File: config.mk
export PLATFORM = sky130hd
export DESIGN_NAME = sfr_space_decoder
export DESIGN_NICKNAME = d
export VERILOG_FILES = /design/src/hdl/sfr_space_pkg.sv /design/src/hdl/sfr_space_decoder.sv
export VERILOG_INCLUDE_DIRS = /design/src /design/src/hdl
export SDC_FILE = /design/constraint.sdc
export NUM_CORES = 1
export LEC_CHECK = 0
export ABC_AREA = 1
export ABC_CLOCK_PERIOD_IN_PS = 3500
export BUFFER_PORTS_ARGS = -buffer_cell sky130_fd_sc_hd__buf_4
export CAP_MARGIN = 10
export CORE_ASPECT_RATIO = 0.5
export CORE_MARGIN = 5
export CORE_UTILIZATION = 40
export DETAILED_ROUTE_END_ITERATION = 8
export PLACE_DENSITY = 0.63
export SETUP_SLACK_MARGIN = 0.02
export SLEW_MARGIN = 30
export SYNTH_ARGS = -nofsm -noshare
export SYNTH_HDL_FRONTEND = slang
export SYNTH_SLANG_ARGS = --single-unit
File: constraint.sdc
create_clock -name ref_clk -period 3.5 [get_ports ref_clk]
set_input_delay 0.175 -clock ref_clk [delete_from_list [all_inputs] [get_ports ref_clk]]
set_output_delay 0.175 -clock ref_clk [all_outputs]
set_load 0.005 [all_outputs]
File: src/hdl/sfr_space_params.svh
// Offsets, reset values and field positions of the special-register space.
// Assumes inclusion by bare name from the decoder.
`ifndef SFR_SPACE_PARAMS_SVH
`define SFR_SPACE_PARAMS_SVH

`define SFR_BASE            8'h80
`define SFR_BIT_LOW_NIBBLE0 3'h0
`define SFR_CAP0_LOW        8'he4
`define SFR_CAP0_HIGH       8'he5
`define SFR_CAP1_LOW        8'he6
`define SFR_CAP1_HIGH       8'he7
`define SFR_EXTRA_IRQ_EN    8'he8
`define SFR_KEYPAD_IRQ_EN   8'he9
`define SFR_KEYPAD_FLAGS    8'hea
`define SFR_KEYPAD_LVL0     8'heb
`define SFR_KEYPAD_LVL1     8'hec
`define SFR_CAP2_LOW        8'hed
`define SFR_CAP2_HIGH       8'hee
`define SFR_MULT_AUX        8'hf0
`define SFR_SPI_CONTROL     8'hf3
`define SFR_SPI_STATUS      8'hf4
`define SFR_SPI_DATA        8'hf5
`define SFR_P0_IN_DISABLE   8'hf6
`define SFR_EXTRA_PRIO_HI   8'hf7
`define SFR_CONV_CONTROL0   8'hf8
`define SFR_EXTRA_PRIO      8'hff
// Timed-access guarded registers, stored outside this block
`define SFR_WDOG_CTRL_A     8'hd8
`define SFR_WDOG_CTRL_B     8'hab
`define SFR_POWER_MON       8'ha3
`define SFR_FLASH_TRIG      8'ha4
`define SFR_DFLASH_BASE     8'h9c
`define SFR_CHIP_CTRL       8'h9f

`define RST_ZERO            8'h00
`define RST_SPI_CONTROL     8'h04
`define RST_P0_IN_DISABLE   8'h00
// Writable bits of mixed registers
`define SPI_STATUS_WMASK    8'hf8
`define CONV_CTRL0_WMASK    8'h3f
`define CONV_START_BIT      3
`define CONV_DONE_BIT       4

`endif

File: src/hdl/sfr_space_pkg.sv
// Types shared by the special-register decoder and its bench.
// Assumes sfr_space_params.svh sits on the include path.
package sfr_space_pkg;
  // One core access to the special-register space
  typedef struct packed {
    logic       valid;    // Access this cycle
    logic       write;    // Write, else read
    logic       direct;   // Direct addressing
    logic       bit_op;   // Single-bit access
    logic [7:0] addr;     // Byte address, or bit address when bit_op
    logic [7:0] wdata;    // Byte data; bit 0 is the bit value
  } sfr_req_t;

  // Status pushed in from peripherals
  typedef struct packed {
    logic [7:0] cap0_low;
    logic [7:0] cap0_high;
    logic [7:0] cap1_low;
    logic [7:0] cap1_high;
    logic [7:0] cap2_low;
    logic [7:0] cap2_high;
    logic [7:0] keypad_set;   // Keypad flag set strobes
    logic [4:0] spi_set;      // Status set strobes, bits 7:3
    logic [1:0] conv_set;     // Set strobes for bits 7:6
    logic       conv_done;    // Conversion finished pulse
  } periph_in_t;
endpackage : sfr_space_pkg

File: src/hdl/sfr_space_decoder.sv
// Special-register space decoder for an 8051-class core, upper 128 direct locations.
// Assumes the core presents one access per cycle on ref_clk and peripherals are synchronous.
// What this block does
// RULE1 - Registers occupy direct addresses 80h to FFh, apart from indirect RAM.
// RULE2 - Only direct-addressed accesses reach the registers; indirect ones are ignored.
// RULE3 - Only registers at addresses ending 0h or 8h accept bit instructions.
// RULE4 - A bit write changes just the chosen bit of its register; a bit write to protected D8h forwards its other bits as zero.
// RULE5 - Software leaves reserved addresses alone and never writes them.
// RULE6 - Protected registers accept writes only under timed-access unlock.
// RULE7 - Standard registers stay at usual addresses; additions fill unused slots.
// RULE8 - Unused addresses read zero; writes to them change nothing.
`include "sfr_space_params.svh"
`timescale 1ns/1ns
`default_nettype none

module sfr_space_decoder (
  input  wire logic                      ref_clk,    // Core clock, 250 MHz
  input  wire logic                      rst,        // Async reset, active high
  input  wire sfr_space_pkg::sfr_req_t   req,        // Core access
  input  wire logic                      timed_access_open, // Timed-access window open
  input  wire sfr_space_pkg::periph_in_t periph,     // Peripheral status
  output logic [7:0]                     rdata,      // Read data, registered
  output logic                           rvalid,     // Read data valid pulse
  output logic                           prot_we,    // Write strobe to protected reg
  output logic [7:0]                     prot_addr,  // Protected register address
  output logic [7:0]                     prot_wdata, // Protected register data
  output logic [63:0]                    ctrl_out,   // Control register image
  output logic                           conv_start  // Conversion start pulse
);

  // ==========================================================
  // Decode
  // ==========================================================
  logic       hit;
  logic [7:0] byte_addr;
  logic       bit_ok;
  logic       prot_hit;

  // Bit addresses 80h..FFh name bit [2:0] of register {addr[7:3],000}
  always_comb begin
    hit       = req.valid && req.direct && req.addr >= `SFR_BASE;             // RULE1 RULE2
    byte_addr = req.bit_op ? {req.addr[7:3], `SFR_BIT_LOW_NIBBLE0} : req.addr; // RULE3
    bit_ok    = !req.bit_op || (req.addr >= `SFR_BASE);                        // RULE3
    // Guarded registers live elsewhere; only a forwarded strobe reaches them
    prot_hit  = (byte_addr == `SFR_WDOG_CTRL_A) ||
                (byte_addr == `SFR_WDOG_CTRL_B) ||
                (byte_addr == `SFR_POWER_MON)   ||
                (byte_addr == `SFR_FLASH_TRIG)  ||
                (byte_addr == `SFR_DFLASH_BASE) ||
                (byte_addr == `SFR_CHIP_CTRL);                                 // RULE6
  end

  // ==========================================================
  // Register state
  // ==========================================================
  logic [7:0] extra_irq_enable, keypad_irq_enable, keypad_irq_flags;
  logic [7:0] keypad_level_sel0, keypad_level_sel1, multiply_aux;
  logic [7:0] serial_periph_control, serial_periph_status, serial_periph_data;
  logic [7:0] port0_input_disable, extra_irq_prio_high, converter_control0, extra_irq_priority;
  logic [7:0] next_extra_irq_enable, next_keypad_irq_enable, next_keypad_irq_flags;
  logic [7:0] next_keypad_level_sel0, next_keypad_level_sel1, next_multiply_aux;
  logic [7:0] next_serial_periph_control, next_serial_periph_status, next_serial_periph_data;
  logic [7:0] next_port0_input_disable, next_extra_irq_prio_high, next_converter_control0;
  logic [7:0] next_extra_irq_priority;
  logic [7:0] cur;       // Current value of addressed register
  logic [7:0] wval;      // Value to store after merge
  logic       we;

  // Current value, zero for unmapped or peripheral-owned holes
  always_comb begin
    case (byte_addr)
      `SFR_CAP0_LOW:      cur = periph.cap0_low;
      `SFR_CAP0_HIGH:     cur = periph.cap0_high;
      `SFR_CAP1_LOW:      cur = periph.cap1_low;
      `SFR_CAP1_HIGH:     cur = periph.cap1_high;
      `SFR_CAP2_LOW:      cur = periph.cap2_low;
      `SFR_CAP2_HIGH:     cur = periph.cap2_high;
      `SFR_EXTRA_IRQ_EN:  cur = extra_irq_enable;
      `SFR_KEYPAD_IRQ_EN: cur = keypad_irq_enable;
      `SFR_KEYPAD_FLAGS:  cur = keypad_irq_flags;
      `SFR_KEYPAD_LVL0:   cur = keypad_level_sel0;
      `SFR_KEYPAD_LVL1:   cur = keypad_level_sel1;
      `SFR_MULT_AUX:      cur = multiply_aux;
      `SFR_SPI_CONTROL:   cur = serial_periph_control;
      `SFR_SPI_STATUS:    cur = serial_periph_status;
      `SFR_SPI_DATA:      cur = serial_periph_data;
      `SFR_P0_IN_DISABLE: cur = port0_input_disable;
      `SFR_EXTRA_PRIO_HI: cur = extra_irq_prio_high;
      `SFR_CONV_CONTROL0: cur = converter_control0;
      `SFR_EXTRA_PRIO:    cur = extra_irq_priority;
      default:            cur = `RST_ZERO;                    // RULE8
    endcase
  end

  // Bit writes merge into the current value so neighbours survive, except at protected D8h, whose other bits go out as zero
  always_comb begin
    we   = hit && req.write && bit_ok;
    wval = req.wdata;
    if (req.bit_op) begin
      wval = cur;                                             // RULE4
      wval[req.addr[2:0]] = req.wdata[0];                     // RULE4
    end
  end

  // Next values; hardware set strobes win over a same-cycle software clear
  always_comb begin
    next_extra_irq_enable      = extra_irq_enable;
    next_keypad_irq_enable     = keypad_irq_enable;
    next_keypad_irq_flags      = keypad_irq_flags;
    next_keypad_level_sel0     = keypad_level_sel0;
    next_keypad_level_sel1     = keypad_level_sel1;
    next_multiply_aux          = multiply_aux;
    next_serial_periph_control = serial_periph_control;
    next_serial_periph_status  = serial_periph_status;
    next_serial_periph_data    = serial_periph_data;
    next_port0_input_disable   = port0_input_disable;
    next_extra_irq_prio_high   = extra_irq_prio_high;
    next_converter_control0    = converter_control0;
    next_extra_irq_priority    = extra_irq_priority;
    if (we) begin
      case (byte_addr)                                        // RULE7
        `SFR_EXTRA_IRQ_EN:  next_extra_irq_enable      = wval;
        `SFR_KEYPAD_IRQ_EN: next_keypad_irq_enable     = wval;
        `SFR_KEYPAD_FLAGS:  next_keypad_irq_flags      = wval;
        `SFR_KEYPAD_LVL0:   next_keypad_level_sel0     = wval;
        `SFR_KEYPAD_LVL1:   next_keypad_level_sel1     = wval;
        `SFR_MULT_AUX:      next_multiply_aux          = wval;
        `SFR_SPI_CONTROL:   next_serial_periph_control = wval;
        `SFR_SPI_STATUS:    next_serial_periph_status  = wval & `SPI_STATUS_WMASK;
        `SFR_SPI_DATA:      next_serial_periph_data    = wval;
        `SFR_P0_IN_DISABLE: next_port0_input_disable   = wval;
        `SFR_EXTRA_PRIO_HI: next_extra_irq_prio_high   = wval;
        `SFR_CONV_CONTROL0: next_converter_control0    =
          (converter_control0 & ~`CONV_CTRL0_WMASK) | (wval & `CONV_CTRL0_WMASK);
        `SFR_EXTRA_PRIO:    next_extra_irq_priority    = wval;
        default:            next_extra_irq_priority    = extra_irq_priority; // RULE8
      endcase
    end
    // Peripheral events, applied last so the set wins
    next_keypad_irq_flags          = next_keypad_irq_flags | periph.keypad_set;
    next_serial_periph_status[7:3] = next_serial_periph_status[7:3] | periph.spi_set;
    next_converter_control0[7:6]   = next_converter_control0[7:6] | periph.conv_set;
    if (periph.conv_done) begin
      next_converter_control0[`CONV_START_BIT] = 1'b0;        // Start self-clears
      next_converter_control0[`CONV_DONE_BIT]  = 1'b1;
    end
  end

  // Registers only
  always_ff @(posedge ref_clk or posedge rst) begin
    if (rst) begin
      extra_irq_enable      <= `RST_ZERO;
      keypad_irq_enable     <= `RST_ZERO;
      keypad_irq_flags      <= `RST_ZERO;
      keypad_level_sel0     <= `RST_ZERO;
      keypad_level_sel1     <= `RST_ZERO;
      multiply_aux          <= `RST_ZERO;
      serial_periph_control <= `RST_SPI_CONTROL;
      serial_periph_status  <= `RST_ZERO;
      serial_periph_data    <= `RST_ZERO;
      port0_input_disable   <= `RST_P0_IN_DISABLE;
      extra_irq_prio_high   <= `RST_ZERO;
      converter_control0    <= `RST_ZERO;
      extra_irq_priority    <= `RST_ZERO;
    end else begin
      extra_irq_enable      <= next_extra_irq_enable;
      keypad_irq_enable     <= next_keypad_irq_enable;
      keypad_irq_flags      <= next_keypad_irq_flags;
      keypad_level_sel0     <= next_keypad_level_sel0;
      keypad_level_sel1     <= next_keypad_level_sel1;
      multiply_aux          <= next_multiply_aux;
      serial_periph_control <= next_serial_periph_control;
      serial_periph_status  <= next_serial_periph_status;
      serial_periph_data    <= next_serial_periph_data;
      port0_input_disable   <= next_port0_input_disable;
      extra_irq_prio_high   <= next_extra_irq_prio_high;
      converter_control0    <= next_converter_control0;
      extra_irq_priority    <= next_extra_irq_priority;
    end
  end

  // ==========================================================
  // Read port, protected write port, start strobe
  // ==========================================================
  logic [7:0] next_rdata;
  logic       next_rvalid;
  logic       next_prot_we;
  logic [7:0] next_prot_addr;
  logic [7:0] next_prot_wdata;
  logic       next_conv_start;

  // Protected writes leave only while the unlock window is open
  always_comb begin
    next_rvalid     = hit && !req.write && bit_ok;
    next_rdata      = next_rvalid ? (req.bit_op ? {7'h00, cur[req.addr[2:0]]} : cur)
                                  : `RST_ZERO;
    next_prot_we    = we && prot_hit && timed_access_open;    // RULE6
    next_prot_addr  = next_prot_we ? byte_addr : `RST_ZERO;
    next_prot_wdata = next_prot_we ? wval : `RST_ZERO;
    next_conv_start = we && (byte_addr == `SFR_CONV_CONTROL0) &&
                      wval[`CONV_START_BIT];
  end

  // Outputs leave flip-flops so the core never sees decode glitches
  always_ff @(posedge ref_clk or posedge rst) begin
    if (rst) begin
      rdata      <= `RST_ZERO;
      rvalid     <= 1'b0;
      prot_we    <= 1'b0;
      prot_addr  <= `RST_ZERO;
      prot_wdata <= `RST_ZERO;
      conv_start <= 1'b0;
    end else begin
      rdata      <= next_rdata;
      rvalid     <= next_rvalid;
      prot_we    <= next_prot_we;
      prot_addr  <= next_prot_addr;
      prot_wdata <= next_prot_wdata;
      conv_start <= next_conv_start;
    end
  end

  // Control image for peripherals, high byte first
  assign ctrl_out = {serial_periph_control, extra_irq_priority, extra_irq_prio_high,
                     port0_input_disable, keypad_level_sel1, keypad_level_sel0,
                     keypad_irq_enable, extra_irq_enable};

endmodule : sfr_space_decoder

`default_nettype wire

## After elaboration in Yosys (flattened, before gate mapping)

Index checks and enable logic that the tools add are counted.

| storage, ports and cells | value |
|---|---|
| flip-flop bits (word level) | 128 |
| input port bits | 87 |
| output and inout bits | 91 |
| word-level logic and storage cells | 105 |

| cells by class | value |
|---|---|
| magnitude comparators | 3 |
| equal/unequal tests | 25 |
| mux-type cells | 19 |
| bitwise operators | 4 |
| reduce and logical (&&, ||, !) cells | 33 |

Operators by type and width:

| cell | number |
|---|---|
| == test 8 bit (second input constant) | 25 |
| one-hot mux 8 bit (19 select lines) | 1 |
| 2-to-1 mux 8 bit | 11 |
| AND reduction 2 bit | 12 |
| logical AND 1 bit | 11 |
| bitwise mux 8 bit | 1 |
| >= comparator 8 bit (second input constant) | 1 |
| bitwise OR 8 x 6 -> 8 bit | 1 |
| bitwise OR 8 bit | 1 |
| logical OR 1 bit | 6 |
| bitwise OR 5 bit | 1 |
| less-than comparator 3 x 4 -> 1 bit (second input constant) | 1 |
| nonzero test 2 bit | 2 |
| binary-select mux 1 bit (select 3 bit) | 1 |
| demux 1 bit (select 3 bit) | 1 |
| >= comparator 3 x 1 -> 1 bit (second input constant) | 1 |
| 2-to-1 mux 3 bit | 1 |
| logical NOT 1 bit | 2 |
| 2-to-1 mux 1 bit | 2 |
| 2-to-1 mux 2 bit | 1 |
| bitwise OR 2 bit | 1 |

## Depth between registers and ports, before layout

| depth | value |
|---|---|
| word-level depth | 10 |
| depth in mapped cells | 17 |
| gate-level depth less buffers | 15 |

## Least setup slack after synthesis

No wires, ideal clock.

| timing | value |
|---|---|
| path type | input-to-reg |
| start point | in req[16] in the netlist's numbering |
| end point | reg port0_input_disable[3] |
| library setup time | 0.136 ns |
| arrival time | 1.559 ns |
| data required time | 3.364 ns |
| slack | 1.804 ns |
| stages | 17 |
| buffers on the path | 3 |
| path through | inv_4 -> buf_12 -> nand2_4 -> nand2_2 -> nor2_2 -> buf_6 -> nand3_2 -> nand2_1 -> nor2_1 -> nand2_2 -> nor2_4 -> nand3b_2 -> nand2_2 -> nand2_2 -> buf_6 -> nand2_1 -> o21ai_1 |

| on the way | value |
|---|---|
| longest elaborated chain between the ends | 5 |
| elaborated cells between the ends (all ways) | 27 |

RTL lines:

| what | RTL line | RTL |
|---|---|---|
| start, declared | sfr_space_decoder.sv:19 | `input wire sfr_space_pkg::sfr_req_t req,` |
| 2-to-1 mux 3 bit | sfr_space_decoder.sv:42 | `` byte_addr = req.bit_op ? {req.addr[7:3], `SFR_BIT_LOW_NIBBLE0} : req.addr; `` |
| == test 8 bit, on equally long branches | sfr_space_decoder.sv:71, sfr_space_decoder.sv:121 |  |
| one-hot mux 8 bit (19 select lines) | sfr_space_decoder.sv:71 | `case (byte_addr)` |
| bitwise mux 8 bit | sfr_space_decoder.sv:101 | `wval[req.addr[2:0]] = req.wdata[0];` |
| 2-to-1 mux 8 bit | sfr_space_decoder.sv:99 | `if (req.bit_op) begin` |
| end signal, assigned | sfr_space_decoder.sv:161 | `` port0_input_disable <= `RST_P0_IN_DISABLE; `` |
| end signal, assigned | sfr_space_decoder.sv:175 | `port0_input_disable <= next_port0_input_disable;` |
| end, declared | sfr_space_decoder.sv:59 | `logic [7:0] port0_input_disable, extra_irq_prio_high, converter_control0, extra_irq_priority;` |

Several ways; a longest one is shown, not always the timed one.
A chain may end at the register's enable or synchronous reset.

## Worst setup path in the final report

| timing | value |
|---|---|
| start point | in req[16] in the netlist's numbering |
| end point | reg serial_periph_control[0] |

| on the way | value |
|---|---|
| longest elaborated chain between the ends | 5 |
| elaborated cells between the ends (all ways) | 27 |

RTL lines:

| what | RTL line | RTL |
|---|---|---|
| 2-to-1 mux 3 bit | sfr_space_decoder.sv:42 |  |
| == test 8 bit, on equally long branches | sfr_space_decoder.sv:71, sfr_space_decoder.sv:121 |  |
| one-hot mux 8 bit (19 select lines) | sfr_space_decoder.sv:71 |  |
| bitwise mux 8 bit | sfr_space_decoder.sv:101 |  |
| 2-to-1 mux 8 bit | sfr_space_decoder.sv:99 |  |
| end signal, assigned | sfr_space_decoder.sv:158 | `` serial_periph_control <= `RST_SPI_CONTROL; `` |
| end signal, assigned | sfr_space_decoder.sv:172 | `serial_periph_control <= next_serial_periph_control;` |
| end, declared | sfr_space_decoder.sv:58 | `logic [7:0] serial_periph_control, serial_periph_status, serial_periph_data;` |

Several ways; a longest one is shown, not always the timed one.

==> flow_summary_export.csv <==
group,metric,value,unit
clocking,cts.root.buffer_cell,"clkbuf_16",
critical_path,critPathMaxFanout,23,
run_status,status,"completed",
die,num_rows,34,
worst_hold_path,hold_class,"in2reg",
finish,nets,1193,
placement,dpl_cell_area,8420,um^2
power_and_ir_drop,design_power_total,3.82,mW
die,die_area,20200,um^2
global_route,grt_overflow_total,0,
synthesis,synth_area_leaders,"dfrtp_1, nand2_1, nand3_1",
critical_path,cp_top_family,"simple AND/OR/NAND/NOR gates",
flow_run,maxCapViolCount,0,
synthesis,dominantRegCellSynth,"dfrtp_1",
routing,drc,0,
finish,fin_area,9260,um^2
clocking,worstSkewPairLatency,430,ps
synthesis,yosysMostFrequentCell,"nand2_1",
worst_hold_path,min_to,"prot_addr[6]",
critical_path,crit_path_max_incr_delay,560,ps
synthesis,ys_ff_latch,128,
global_route,antenna_found_initial,0,
synthesis,synth.net_count,993,
sta,setup_viol,0,
critical_path,r2r-start,"keypad_irq_enable[0]",
clocking,cts.sinks,128,
critical_path,critPathRequiredTime,3810,ps
finish,final_layout_size_suffix_gt1_share,26.4,%
synthesis,synth.largest_area_cell,"dfrtp_1",
die,io_pins,178,
global_route,grtUsageTotal,28.3,%
routing,wl,28800,um
synthesis,synth_edf_count,0,
worst_hold_path,min_delay_path_depth,3,
sta,skew,10.2,ps
sta,fmax,312,MHz
sta,setup-tns-final,0,ps
critical_path,regToRegSetupSlack,1250,ps
finish,fillers,1684,
synthesis,synth.avg_cell_area,7.63,um^2
sta,slew_viol_final,0,
critical_path,cp_slowest_cell,"dlygate4sd3_1",
synthesis,synthCells,906,
critical_path,crit_buf_inv,3,
power_and_ir_drop,power_density,413,nW/um^2
global_route,grt_max_degree,129,
clocking,path_clk_slew,60,ps
synthesis,synth_top_area_share,46.0,%
die,core_area,17200,um^2
sta,maxSlewHeadroom,38.9,%
worst_hold_path,min_from,"req[14]",
critical_path,r2r_cells,8,
placement,place_congestion,0.948,
critical_path,arrival,3510,ps
clocking,postCtsSetupBuffers,0,
sta,setup_ws,298,ps
synthesis,netlist_area,6910,um^2
synthesis,async_flop_share,100,%
critical_path,end_kind,"flop",
routing,vias_per_cell,5.33,
die,die_h,103,um
finish,syn2layout_area_growth,34.0,%
routing,first_iter_violations,921,
placement,io_buffer_count,177,
routing,ant_nets,0,
global_route,grt_pass1_wl,41900,um
synthesis,ys_warn_count,0,
finish,fin_util,53.9,%
critical_path,critPathLaunchType,"primary input",
sta,rsz0062_at_grt,"false",
routing,first_pass_iters,5,
power_and_ir_drop,p_leak,4.76,nW
power_and_ir_drop,ir_drop,0.000323,V
clocking,htreeDepth,4,
clocking,clockBufferDepth,2,
critical_path,crit_type,"in2reg",
global_route,grt_pass1_vias,6677,
finish,diodes,0,
sta,hold_violations,0,
clocking,cts_buffers,17,
sta,fin_crit_sh,91.5,%
synthesis,yosysSeqAreaShare,46.3,%
critical_path,timing.rr.end,"serial_periph_control[0]",
routing,avgRoutedWirePerCell,21.3,um
sta,fin_crit,3200,ps
routing,num_vias,7211,
synthesis,synth_cell_types,36,
die,die-width,196,um
placement,dp_hpwl,21600,um
clocking,cts_tree,"yes",
placement,pre_cts_ws,436,ps
die,start_util,40.2,%
sta,worst_pin_slew,914,ps
synthesis,synth_common_cells,"nand2_1, dfrtp_1, nand3_1, nor2_1, inv_1",
critical_path,worstPathCellList,"dlygate4sd3_1, buf_4, inv_4, nand2_4, nor2_4, nand2_2, nor2_1, nand2_1, nand2_1, nor2_1, nand4_1, nor2_1, nand3_1, nand2_1, o21ai_0",
worst max-delay path by stage:
stage               depth (start not counted)    start                       end  slack (ps)
finish                                     15  req[16]  serial_periph_control[0]         300
global route                               15  req[16]  serial_periph_control[0]         130
CTS                                        15  req[16]  serial_periph_control[0]         370
detailed placement                         14  req[15]  serial_periph_control[0]         440
global placement                           14  req[15]  serial_periph_control[0]         610
floorplan                                   1      rst                conv_start        1740
tightest hold or removal path, stage by stage:
cell and delay, ps:
buf_4 120, inv_1 70, nor2_1 50
layout by cell type, fill, tap and decap left out, drive strengths merged:
cell         instances
nand2              353
buf                185
dfrtp              127
nor2               124
nand3              106
inv                 54
a21oi               36
o21ai               26
nand4               23
clkbuf              22
dlygate4sd3         19
a31oi               14
clkinv               6
nor3                 5
bufinv               4
clkinvlp             3
o22ai                2
or2                  2
nand3b               1
a21o                 1
a22o                 1
o21bai               1
o31ai                1
nor4                 1
dfstp                1
metal layers:
layer,track usage (%),up-vias,routed length (um)
li1,-,3340,-
met1,42.9,3481,13600
met2,40.4,359,12000
met3,8.23,31,2810
met4,5.47,0,376
met5,0,-,0
logic make-up (layout without fill, tap and decap cells):
| kind of cell | count (synthesis) | after routing | share of synthesized area, % |
|---|---|---|---|
| DFF | 128 | 128 | 46.3 |
| and+or+nand+nor | 615 | 615 | 40.4 |
| AOI/OAI and AO/OA | 82 | 82 | 7.37 |
| buffers and inverters | 81 | 293 | 5.90 |
area by class of cell:
class / count / area [um^2] / area share, %
timing repair buffer: 204 / 1590 / 17.2
sequential: 128 / 3200 / 34.6
clock inverter: 9 / 154 / 1.66
clock buffer: 22 / 494 / 5.34
tap: 234 / 293 / 3.16
multi-input combinational: 697 / 3300 / 35.6
inverter: 58 / 224 / 2.42
power breakdown:
part / leakage, nW / internal (mW) / switching, mW
Sequential: 1.66 / 1.49 / 0.0162
Clock: 0.314 / 1.28 / 0.683
Combinational: 2.79 / 0.125 / 0.224
Total: 4.76 / 2.90 / 0.923
what timing repair did:
item / 4_1_cts / 5_1_grt
resized for setup: 0 / 0
hold buffers: 19 / 0
setup endpoints to repair: 0 / 0
hold endpoints to repair: 21 / 0
through the flow:
stage / cells / hold slack (ps)
floorplan: 906 / 238
global placement: 1302 / 339
detailed placement: 1302 / 345
CTS: 1352 / 15.0
global route: 1352 / 35.4
finish: 1352 / 28.5
No activity file was read; power rests on OpenSTA's default activity.
